===== src/rtl/mct_pkg.sv =====
// Constants and types shared by the multi-channel timer family
//
// Contract
// - The wide general timer has a 32-bit auto-reload counter that counts up, down or up/down.
// - The advanced PWM timer has four channels for capture, compare, PWM or one-pulse output.
// - The advanced PWM timer drives three complementary pairs with programmable dead time.
// - The advanced PWM timer makes edge- or center-aligned PWM with duty from 0 to 100 percent.
// - In debug halt the advanced counter can stop and its PWM outputs are forced inactive.
// - The advanced and general timers are linked so one timer's events sync or chain another.
// - The wide general timer decodes quadrature encoder inputs and raises its own DMA requests.
// - The wide general timer has four capture/compare channels and can stop in debug halt.
// - The mid-range timers use 16-bit auto-reload upcounters and never count down.
// - The dual channel timer has two channels and only its first has a complementary output.
// - Each single channel timer has one channel with a complementary output.
// - Every mid-range channel selects capture, compare, PWM or one-pulse output.
// - Each mid-range timer raises its own DMA requests and can stop in debug halt.
// - The basic time base is a 16-bit upcounter with no channels that triggers the DAC.
// - The 144 MHz PLL kernel clock is allowed only with PLL system clock and bus division <= 2.
package mct_pkg;

  // ****************************************
  // Sizes and indices
  // ****************************************
  localparam int NUM_TMR = 6;
  localparam int NUM_CH = 12;
  localparam int T_ADV = 0;
  localparam int T_WIDE = 1;
  localparam int T_DUAL = 2;
  localparam int T_SNGA = 3;
  localparam int T_SNGB = 4;
  localparam int T_BASE = 5;
  localparam int PSC_W = 16;
  localparam int CNT_W = 16;
  localparam int WIDE_W = 32;
  localparam int DT_W = 8;
  localparam int SEL_W = 3;
  localparam int DIV_W = 4;

  // Channel to timer map; advanced 0-3, wide 4-7, dual 8-9, single a 10, single b 11
  localparam int CH_TMR [NUM_CH] = '{0, 0, 0, 0, 1, 1, 1, 1, 2, 2, 3, 4};
  // Channels with a complementary output
  localparam logic [NUM_CH-1:0] CH_HAS_N = 12'hd07;

  // ****************************************
  // Clocking and reset values
  // ****************************************
  localparam int PLL_KER_MHZ = 144;
  localparam logic [DIV_W-1:0] BUS_DIV_MAX = 4'h2;
  localparam logic [WIDE_W-1:0] CNT_RST = 32'h0000_0000;
  localparam logic [PSC_W-1:0] PSC_RST = 16'h0000;
  localparam logic [DT_W-1:0] DT_RST = 8'h00;

  // ****************************************
  // Modes
  // ****************************************
  typedef enum logic [1:0] {
    CM_UP = 2'b00,
    CM_DOWN = 2'b01,
    CM_CENTER = 2'b10
  } mct_cmode_t;

  typedef enum logic [1:0] {
    CH_CAPTURE = 2'b00,
    CH_COMPARE = 2'b01,
    CH_PWM = 2'b10,
    CH_ONEPULSE = 2'b11
  } mct_chmode_t;

  typedef enum logic [1:0] {
    SL_NONE = 2'b00,
    SL_RESET = 2'b01,
    SL_EXTCLK = 2'b10
  } mct_slave_t;

endpackage


===== src/rtl/mct_timer_family.sv =====
// Top of the timer family: six counters, timer links, encoder and twelve channels
`timescale 1ns/1ps
module mct_timer_family (
  // Clock and reset
  input wire logic clk_sys,
  input wire logic nrst,
  // Debug halt
  input wire logic dbgHalt,
  input wire logic dbgOutOff,
  // Per-timer control
  input wire logic [mct_pkg::NUM_TMR-1:0] tmrEn,
  input wire logic [mct_pkg::NUM_TMR-1:0] freezeEn,
  input wire logic [mct_pkg::NUM_TMR-1:0] dmaEn,
  input wire logic [mct_pkg::NUM_TMR-1:0] onePulse,
  input wire logic [mct_pkg::NUM_TMR-1:0] updClr,
  input wire logic [mct_pkg::PSC_W-1:0] psc [mct_pkg::NUM_TMR],
  input wire logic [mct_pkg::CNT_W-1:0] reload [mct_pkg::NUM_TMR],
  input wire logic [mct_pkg::WIDE_W-1:0] reloadWide,
  input wire mct_pkg::mct_cmode_t cntMode [mct_pkg::NUM_TMR],
  input wire mct_pkg::mct_slave_t slaveMode [mct_pkg::NUM_TMR],
  input wire logic [mct_pkg::SEL_W-1:0] trgSel [mct_pkg::NUM_TMR],
  input wire logic [mct_pkg::DT_W-1:0] deadTime [mct_pkg::NUM_TMR],
  // Encoder pins of the wide timer
  input wire logic encEn,
  input wire logic encA,
  input wire logic encB,
  // Per-channel control and pins
  input wire mct_pkg::mct_chmode_t chMode [mct_pkg::NUM_CH],
  input wire logic [mct_pkg::WIDE_W-1:0] cmpVal [mct_pkg::NUM_CH],
  input wire logic [mct_pkg::NUM_CH-1:0] capPol,
  input wire logic [mct_pkg::NUM_CH-1:0] capIn,
  input wire logic [mct_pkg::NUM_CH-1:0] capClr,
  // Kernel clock request
  input wire logic kernelPllReq,
  input wire logic pllIsSys,
  input wire logic [mct_pkg::DIV_W-1:0] busDiv,
  // Counter status
  output wire logic [mct_pkg::WIDE_W-1:0] cntVal [mct_pkg::NUM_TMR],
  output wire logic [mct_pkg::NUM_TMR-1:0] dirDown,
  output wire logic [mct_pkg::NUM_TMR-1:0] updPulse,
  output wire logic [mct_pkg::NUM_TMR-1:0] updFlag,
  output wire logic [mct_pkg::NUM_TMR-1:0] dmaReq,
  output logic dacTrig,
  output logic pllKernelOk,
  // Channel outputs and capture results
  output wire logic [mct_pkg::NUM_CH-1:0] chOut,
  output wire logic [mct_pkg::NUM_CH-1:0] chOutN,
  output wire logic [mct_pkg::WIDE_W-1:0] capVal [mct_pkg::NUM_CH],
  output wire logic [mct_pkg::NUM_CH-1:0] capFlag
);

  // Timer order on every per-timer port: advanced, wide, dual, single a, single b, basic

  // ****************************************
  // Quadrature decoder
  // ****************************************
  // Previous pin samples
  logic encAD;
  logic encBD;

  // Decoded step and direction, and the padded event vector
  logic encStep;
  logic encDir;
  logic [7:0] updVec;

  // Pins are synchronous already; keep the last sample for edge decode
  always_ff @(posedge clk_sys) begin
    if (!nrst) begin
      encAD <= 1'b0;
      encBD <= 1'b0;
    end else begin
      encAD <= encA;
      encBD <= encB;
    end
  end

  // Four steps per cycle; a jump of both lines at once is an error and is dropped
  assign encStep = encEn & ((encA ^ encAD) ^ (encB ^ encBD));
  assign encDir = encAD ^ encB;

  // Update events of all timers, padded so any select value is a safe index
  assign updVec = {2'b00, updPulse};

  // ****************************************
  // Counters
  // ****************************************
  for (genvar t = 0; t < mct_pkg::NUM_TMR; t++) begin : g_tmr
    localparam int W = (t == mct_pkg::T_WIDE) ? mct_pkg::WIDE_W : mct_pkg::CNT_W;
    localparam bit CAN_DOWN = (t <= mct_pkg::T_WIDE);
    // Center mode needs reload above zero, or the down leg underflows
    // Narrow counters read back zero-extended on the shared status bus

    // Count state
    logic [W-1:0] cnt;
    logic [W-1:0] arr;
    logic [W-1:0] next_cnt;
    logic dir;
    logic next_dir;
    logic wrap;

    // Tick sources
    logic run;
    logic psTick;
    logic tick;

    // Link and external count inputs
    logic trgIn;
    logic trgRst;
    logic useExt;
    logic extStep;
    logic extDir;
    logic stepDown;

    // Stop latch and update outputs
    logic opmDone;
    logic upd;
    logic flag;
    logic dma;

    // Effective count mode
    mct_pkg::mct_cmode_t mode;

    // Reload source by counter width
    if (t == mct_pkg::T_WIDE) begin : g_wide
      assign arr = reloadWide;
      assign useExt = encEn | (slaveMode[t] == mct_pkg::SL_EXTCLK);
      assign extStep = encEn ? encStep : trgIn;
      assign extDir = encEn & encDir;
    end else begin : g_narrow
      assign arr = reload[t];
      assign useExt = (slaveMode[t] == mct_pkg::SL_EXTCLK);
      assign extStep = trgIn;
      assign extDir = 1'b0;
    end

    // Only the advanced and wide timers may leave upcounting
    assign mode = CAN_DOWN ? cntMode[t] : mct_pkg::CM_UP;

    // Timer link: pick another timer's update event
    assign trgIn = updVec[trgSel[t]];
    assign trgRst = (slaveMode[t] == mct_pkg::SL_RESET) & trgIn;

    // Freeze in debug halt when enabled; one-pulse stops after the first update
    assign run = tmrEn[t] & ~(dbgHalt & freezeEn[t]) & ~opmDone;
    assign tick = run & (useExt ? extStep : psTick);
    assign stepDown = useExt ? extDir : (mode == mct_pkg::CM_DOWN);

    // Prescale count freezes with run, so a halted timer resumes mid-period
    mct_prescaler #(
      .W(mct_pkg::PSC_W)
    ) u_psc (
      .clk_sys(clk_sys),
      .nrst(nrst),
      .run(run),
      .factor(psc[t]),
      .tick(psTick)
    );

    // Next count; center mode turns at both ends and updates at each turn
    always_comb begin
      next_cnt = cnt;
      next_dir = stepDown;
      wrap = 1'b0;
      if (mode == mct_pkg::CM_CENTER && !useExt) begin
        next_dir = dir;
        if (!dir) begin
          if (cnt >= arr) begin
            next_dir = 1'b1;
            next_cnt = cnt - 1'b1;
            wrap = 1'b1;
          end else begin
            next_cnt = cnt + 1'b1;
          end
        end else if (cnt == '0) begin
          next_dir = 1'b0;
          next_cnt = cnt + 1'b1;
          wrap = 1'b1;
        end else begin
          next_cnt = cnt - 1'b1;
        end
      end else if (stepDown) begin
        if (cnt == '0) begin
          next_cnt = arr;
          wrap = 1'b1;
        end else begin
          next_cnt = cnt - 1'b1;
        end
      end else if (cnt >= arr) begin
        next_cnt = '0;
        wrap = 1'b1;
      end else begin
        next_cnt = cnt + 1'b1;
      end
    end

    // Counter and direction; a link reset beats a tick
    // so a running master can re-zero a frozen or stopped slave
    always_ff @(posedge clk_sys) begin
      if (!nrst) begin
        cnt <= mct_pkg::CNT_RST[W-1:0];
        dir <= 1'b0;
      end else if (trgRst) begin
        cnt <= mct_pkg::CNT_RST[W-1:0];
        dir <= 1'b0;
      end else if (tick) begin
        cnt <= next_cnt;
        dir <= next_dir;
      end
    end

    // Update event, sticky flag and DMA request; a new update beats a clear
    always_ff @(posedge clk_sys) begin
      if (!nrst) begin
        upd <= 1'b0;
        flag <= 1'b0;
        dma <= 1'b0;
      end else begin
        upd <= tick & wrap;
        dma <= tick & wrap & dmaEn[t];
        if (tick && wrap) begin
          flag <= 1'b1;
        end else if (updClr[t]) begin
          flag <= 1'b0;
        end
      end
    end

    // One-pulse latch, released only by disabling the timer
    always_ff @(posedge clk_sys) begin
      if (!nrst) begin
        opmDone <= 1'b0;
      end else if (!tmrEn[t]) begin
        opmDone <= 1'b0;
      end else if (tick && wrap && onePulse[t]) begin
        opmDone <= 1'b1;
      end
    end

    // Status outputs come straight from the registers above
    assign cntVal[t] = mct_pkg::WIDE_W'(cnt);
    assign dirDown[t] = dir;
    assign updPulse[t] = upd;
    assign updFlag[t] = flag;
    assign dmaReq[t] = dma;
  end

  // ****************************************
  // Channels
  // ****************************************
  for (genvar c = 0; c < mct_pkg::NUM_CH; c++) begin : g_ch
    // Channel c runs on timer CH_TMR[c]; wide channels have no low leg
    // Dead time is per timer, so all pairs of one timer share it
    localparam int T = mct_pkg::CH_TMR[c];
    logic forceOff;

    // Only the advanced timer drives power switches, so only it is forced off
    assign forceOff = (T == mct_pkg::T_ADV) & dbgHalt & dbgOutOff;

    // Wide and narrow timers share one channel width; narrow counts are zero-extended
    mct_chan #(
      .W(mct_pkg::WIDE_W),
      .HAS_N(mct_pkg::CH_HAS_N[c])
    ) u_ch (
      .clk_sys(clk_sys),
      .nrst(nrst),
      .mode(chMode[c]),
      .capPol(capPol[c]),
      .cmp(cmpVal[c]),
      .deadTime(deadTime[T]),
      .forceOff(forceOff),
      .cnt(cntVal[T]),
      .capIn(capIn[c]),
      .capClr(capClr[c]),
      .oc(chOut[c]),
      .ocN(chOutN[c]),
      .capVal(capVal[c]),
      .capFlag(capFlag[c])
    );
  end

  // ****************************************
  // DAC trigger and kernel clock
  // ****************************************

  // The basic time base has no channels; its update is the conversion trigger
  // Registered again so the trigger pin comes straight from a flop
  always_ff @(posedge clk_sys) begin
    if (!nrst) begin
      dacTrig <= 1'b0;
    end else begin
      dacTrig <= updPulse[mct_pkg::T_BASE];
    end
  end

  // Fast kernel clock is granted only under the safe clock tree setup
  // Status only: every counter still runs on clk_sys, nothing is switched
  always_ff @(posedge clk_sys) begin
    if (!nrst) begin
      pllKernelOk <= 1'b0;
    end else begin
      pllKernelOk <= kernelPllReq & pllIsSys & (busDiv <= mct_pkg::BUS_DIV_MAX);
    end
  end

endmodule


===== src/rtl/mct_prescaler.sv =====
// Clock prescaler that turns the system clock into counter ticks
`timescale 1ns/1ps
module mct_prescaler #(
  parameter int W = 16
) (
  // Clock and reset
  input wire logic clk_sys,
  input wire logic nrst,
  // Control
  input wire logic run,
  input wire logic [W-1:0] factor,
  // Tick out
  output wire logic tick
);

  logic [W-1:0] pc;

  // Division by factor plus one; compare with >= so a smaller factor never runs past
  assign tick = run & (pc >= factor);

  // Prescale count holds while the timer is stopped or frozen
  always_ff @(posedge clk_sys) begin
    if (!nrst) begin
      pc <= W'(mct_pkg::PSC_RST);
    end else if (run) begin
      pc <= tick ? '0 : pc + 1'b1;
    end
  end

endmodule


===== src/rtl/mct_chan.sv =====
// Capture/compare channel with optional dead-time complementary output
`timescale 1ns/1ps
module mct_chan #(
  parameter int W = 32,
  parameter bit HAS_N = 1'b1
) (
  // Clock and reset
  input wire logic clk_sys,
  input wire logic nrst,
  // Configuration
  input wire mct_pkg::mct_chmode_t mode,
  input wire logic capPol,
  input wire logic [W-1:0] cmp,
  input wire logic [mct_pkg::DT_W-1:0] deadTime,
  input wire logic forceOff,
  // Counter and pins
  input wire logic [W-1:0] cnt,
  input wire logic capIn,
  input wire logic capClr,
  output logic oc,
  output logic ocN,
  output logic [W-1:0] capVal,
  output logic capFlag
);

  logic capInD;
  logic capEdge;
  logic match;
  logic matchD;
  logic tog;
  logic refWave;
  logic refWaveD;
  logic settle;
  logic [mct_pkg::DT_W-1:0] dtCnt;

  // Edge of the selected polarity on the capture pin
  assign capEdge = (capIn ^ capInD) & (capIn ^ capPol);
  assign match = (cnt == cmp);

  // Reference waveform per mode; in PWM cmp 0 gives 0 % and cmp above reload gives 100 %
  always_comb begin
    unique case (mode)
      mct_pkg::CH_CAPTURE: refWave = 1'b0;
      mct_pkg::CH_COMPARE: refWave = tog;
      mct_pkg::CH_PWM: refWave = (cnt < cmp);
      mct_pkg::CH_ONEPULSE: refWave = (cnt >= cmp);
    endcase
  end

  // Capture latch; a new capture beats a clear in the same cycle
  always_ff @(posedge clk_sys) begin
    if (!nrst) begin
      capInD <= 1'b0;
      capVal <= '0;
      capFlag <= 1'b0;
    end else begin
      capInD <= capIn;
      if (mode == mct_pkg::CH_CAPTURE && capEdge) begin
        capVal <= cnt;
        capFlag <= 1'b1;
      end else if (capClr) begin
        capFlag <= 1'b0;
      end
    end
  end

  // Toggle on the first cycle of a match, not on every cycle it lasts
  always_ff @(posedge clk_sys) begin
    if (!nrst) begin
      matchD <= 1'b0;
      tog <= 1'b0;
    end else begin
      matchD <= match;
      if (mode != mct_pkg::CH_COMPARE) begin
        tog <= 1'b0;
      end else if (match && !matchD) begin
        tog <= ~tog;
      end
    end
  end

  // Dead-time counter restarts on each reference edge
  always_ff @(posedge clk_sys) begin
    if (!nrst) begin
      refWaveD <= 1'b0;
      dtCnt <= mct_pkg::DT_RST;
    end else begin
      refWaveD <= refWave;
      if (refWave != refWaveD) begin
        dtCnt <= deadTime;
      end else if (dtCnt != '0) begin
        dtCnt <= dtCnt - 1'b1;
      end
    end
  end

  // Both legs low until the dead time has run out, so the pair never overlaps
  assign settle = (refWave == refWaveD) && (dtCnt == '0);

  // Registered pin drive; forceOff turns both legs off
  always_ff @(posedge clk_sys) begin
    if (!nrst) begin
      oc <= 1'b0;
      ocN <= 1'b0;
    end else begin
      oc <= ~forceOff & refWave & (settle | ~HAS_N);
      ocN <= HAS_N & ~forceOff & (mode != mct_pkg::CH_CAPTURE) & ~refWave & settle;
    end
  end

endmodule


===== config.mk =====
export PLATFORM = sky130hd
export DESIGN_NAME = mct_timer_family
export DESIGN_NICKNAME = d
export VERILOG_FILES = /design/src/rtl/mct_pkg.sv /design/src/rtl/mct_timer_family.sv /design/src/rtl/mct_prescaler.sv /design/src/rtl/mct_chan.sv
export SDC_FILE = /design/constraint.sdc
export NUM_CORES = 2
export LEC_CHECK = 0
export BUFFER_PORTS_ARGS = -buffer_cell sky130_fd_sc_hd__buf_2
export CELL_PAD_IN_SITES_DETAIL_PLACEMENT = 1
export CELL_PAD_IN_SITES_GLOBAL_PLACEMENT = 1
export CORE_AREA = 2 2 559 561
export DETAILED_ROUTE_END_ITERATION = 12
export DIE_AREA = 0 0 561 563
export PLACE_DENSITY_LB_ADDON = 0.1
export RECOVER_POWER = 50
export SLEW_MARGIN = 20
export SYNTH_ARGS = -nofsm -noshare
export SYNTH_HDL_FRONTEND = slang
export SYNTH_SLANG_ARGS = --single-unit

===== constraint.sdc =====
create_clock -name clk_sys -period 8.4 [get_ports clk_sys]
set_input_delay 1.26 -clock clk_sys [delete_from_list [all_inputs] [get_ports clk_sys]]
set_output_delay 1.26 -clock clk_sys [all_outputs]
set_load 0.005 [all_outputs]

==> flow_summary.ini <==
[layout]
final_nets = 7717
final_cell_mix = 981 x buf_2, 612 x dfxtp_1, 528 x nor2_1
syn_to_final_growth_pct = 31.30
drive_above_1_share_pct = 20.13
final_common_cell = buf_2

[power]
clkPwrFrac_pct = 44.9
p_per_area_mw_per_mm2 = 165.4
leakagePower_nw = 25.95
seq_power_share_pct = 34.5
combPwrFrac_pct = 20.5
p_sw_mw = 2.905
ir_drop_mv = 0.1440
switching_share_pct = 32.21
p_int_mw = 6.114

[sta]
hold_slack_ns = 0.4523
hold_violations = 0
fin_crit_ns = 5.874
setup_tns_ns = 0
setup_viol = 0
fmax_mhz = 170.2
fin_skew_ns = 0.05218
finalCritPeriodShare_pct = 69.93
maxSlewHeadroom_pct = -119.7
rsz0062_at_grt = no
drv_slew = 331
worstMarginPinSlew_ns = 3.295

[global_route]
grt_use_total_pct = 14.48
grt_antenna_before_repair = 126
grt_pass1_wl_um = 330300
grt_start_max_net_pins = 134
gr-total-overflow = 0
grt_pass1_vias = 43360

[clocking]
cts_buffer_depth = 4
tritoncts = yes
clk_latency_ns = 0.80
numCtsBuffers = 97
cts.repair.resized = 0
clock_sinks = 614
hold_buffers = 0
cts.clk_slew.worst_paths_ns = 0.06
cts_setup_buffers = 0
cts_root_buf = clkbuf_16
htreeDepth = 3

[floorplanning]
rows = 205
dieArea_mm2 = 0.3158
die_width_um = 561
io_pins = 1439
die_h_um = 563
start_util_pct = 13.38
core_mm2 = 0.3104

[route]
via_per_inst = 3.882
drc = 0
wl_per_cell_um = 22.18
first_pass_iters = 5
antenna_left = 0
routed_wirelength_um = 236900
drt_iter0_markers = 1730
vias = 41470

[logic_synthesis]
synthAdderAreaFrac_pct = 14.64
syn_inst = 5297
synth_compound_area_share_pct = 14.24
yosys-mux-area-fraction_pct = 3.974
synthXorXnorAreaFrac_pct = 5.041
synth-simple-area-share_pct = 20.96
synth_top_area_cell = dfxtp_1
synth_area_mm2 = 0.04152
ys_ff_latch = 614
yosysWarningCount = 0
synth_top_family_by_area = simple AND/OR/NAND/NOR gates
ys_types = 85
ys_seq_area_share_pct = 29.60
ys.flop_type = dfxtp_1
synth_edf_count = 0
async_reset_ff_share_pct = 0
syn_area_per_cell_um2 = 7.839
ys_top_cells_by_area = dfxtp_1 30%, ha_1 15%, a21oi_1 5.1%
netlist.area_leader.share_pct = 29.60

[status]
violations = max-capacitance violations, max-slew violations
outcome = finished with violations

[worst_setup_path]
crit_start = nrst
critPathCaptureType = flip-flop
critPathMaxStageDelay_ns = 2.28
crit_slowest_cell = clkbuf_1
reg2reg_depth = 9
start_kind = input pin
crit_arrival_ns = 6.57
cp_common_cell = clkbuf_1
path_cells = clkbuf_1, clkbuf_1, clkbuf_1, nand2_1, nor2b_1
cp.required_ns = 9.09
worstReg2RegEnd = g_tmr[1].cnt[14]$_SDFFE_PP0P_
rrSetupSlack_ns = 3.69
crit_buf_inv = 3
reg2reg_from = g_tmr[1].cnt[14]$_SDFFE_PP0P_
worstSetupPathType = input pin to flip-flop
crit_fanout = 33
crit_family = buffers and inverters

[min_path]
hp-class = flip-flop to flip-flop
worstHoldEndpoint = g_ch[5].u_ch.capVal[27]$_SDFFE_PN0P_
min_from = g_ch[5].u_ch.capVal[27]$_SDFFE_PN0P_
hold_path_depth = 2

[job]
drv_cap = 10

[placed_design]
gp_congestion = 0.7751
port_buffers = 1180
place.detailed.hpwl_um = 190300
## cell type report
| cell class | count | area [um2] |
|---|---|---|
| diodes | 42 | 105.1 |
| fillers | 37370 | 255800 |
| inverters | 515 | 1934 |
| multi-input cells | 3902 | 25440 |
| clock buffers | 138 | 2753 |
| flip-flops and latches | 614 | 12290 |
| repair buffers | 1300 | 6529 |
| clock inverters | 30 | 281.5 |
| well taps | 4140 | 5180 |
## power groups by stage
stage          combinational (mW)  clock, mW  sequential, mW
2_1_floorplan                1.19          0            3.16
3_3_place_gp                 1.87          0            3.18
3_5_place_dp                 1.88          0            3.18
4_1_cts                      1.90       4.29            3.12
5_1_grt                      2.10       4.39            3.13
6_report                     1.85       4.05            3.12
## worst register-to-register path: cells and delay by family (launching register included)
kind            cells  cell delay, ns
flops               1            0.56
compound gates      4            1.53
buf+inv             1            0.33
simple gates        4            2.14
## cells by family (layout without fill, tap and decap cells)
logic type               count (synthesis)  in the layout
multiplexers                           157            157
flip-flops                             614            614
AND/OR/NAND/NOR                       1822           1822
adder cells (fa/ha/maj)                486            486
buffers and inverters                  998           1983
AO/OA/AOI/OAI                          980            980
XOR/XNOR                               239            239
other                                    1            260
## layer usage
layer  GRT usage, %  part of all wire, %  vias to the layer above
li1               -                    -                    20100
met1          18.07                   44                    19820
met2          24.65                   47                     1125
met3          3.669                  5.7                      352
met4          3.668                  2.5                       74
met5              0                 0.20                        -
## metrics by stage
step	instance area, um2	setup WS (ns)	util [%]	instances	power [mW]
global placement	51630	3.056	16.64	10470	5.047
floorplan	42340	4.535	-	5514	4.351
finish	54520	2.526	17.57	10680	9.019
detailed placement	51660	3.242	16.65	10470	5.065
global route	54450	1.796	17.54	10650	9.626
CTS	54690	3.635	17.62	10640	9.307
## synthesized netlist by cell type (6+ instances only)
cell type	number
and4_1	21
o21ai_1	8
a221oi_1	16
o21bai_1	9
inv_1	514
o21a_1	30
or4_1	29
nand2b_1	45
a21oi_1	419
o31ai_1	10
nor4b_1	14
buf_4	269
mux4_2	6
or2_2	14
a2111oi_0	13
clkbuf_1	195
xor2_1	126
mux2i_1	148
dfxtp_1	614
nor3b_1	13
and3_1	51
xnor2_1	113
nand3_1	129
a21o_1	108
o22ai_1	15
and2_1	31
nor4_1	69
o221ai_1	6
buf_1	9
nor2_1	528
a211o_1	12
nor3_1	121
nor2b_1	36
buf_2	6
or3_1	40
o211ai_1	24
nand2_1	509
a211oi_1	33
o21ai_0	195
a31oi_1	20
nand4_1	144
ha_1	486
## sequential cells by signal, summed over array words and instances (netlist names), 12 cells and up
| register | count |
|---|---|
| g_ch.u_ch.capFlag | 12 |
| g_ch.u_ch.capInD | 12 |
| g_ch.u_ch.capVal | 256 |
| g_ch.u_ch.dtCnt | 48 |
| g_ch.u_ch.matchD | 12 |
| g_ch.u_ch.oc | 12 |
| g_ch.u_ch.tog | 12 |
| g_tmr.cnt | 112 |
| g_tmr.u_psc.pc | 96 |
## how the worst max path moves through the flow
stage | cells past startpoint | to | slack (ns)
after global placement | 12 | g_tmr[4].cnt[9]$_SDFFE_PP0N_ | 3.06
after detailed placement | 12 | g_tmr[1].cnt[27]$_SDFFE_PP0P_ | 3.24
final | 5 | g_tmr[5].u_psc.pc[15]$_SDFFE_PN0P_ | 2.53
after CTS | 9 | g_tmr[1].cnt[14]$_SDFFE_PP0P_ | 3.63
after global routing | 5 | g_tmr[5].u_psc.pc[0]$_SDFFE_PN0P_ | 1.80
after floorplan | 12 | g_tmr[2].cnt[10]$_SDFFE_PP0N_ | 4.54
Power figures use the tool's default switching activity.
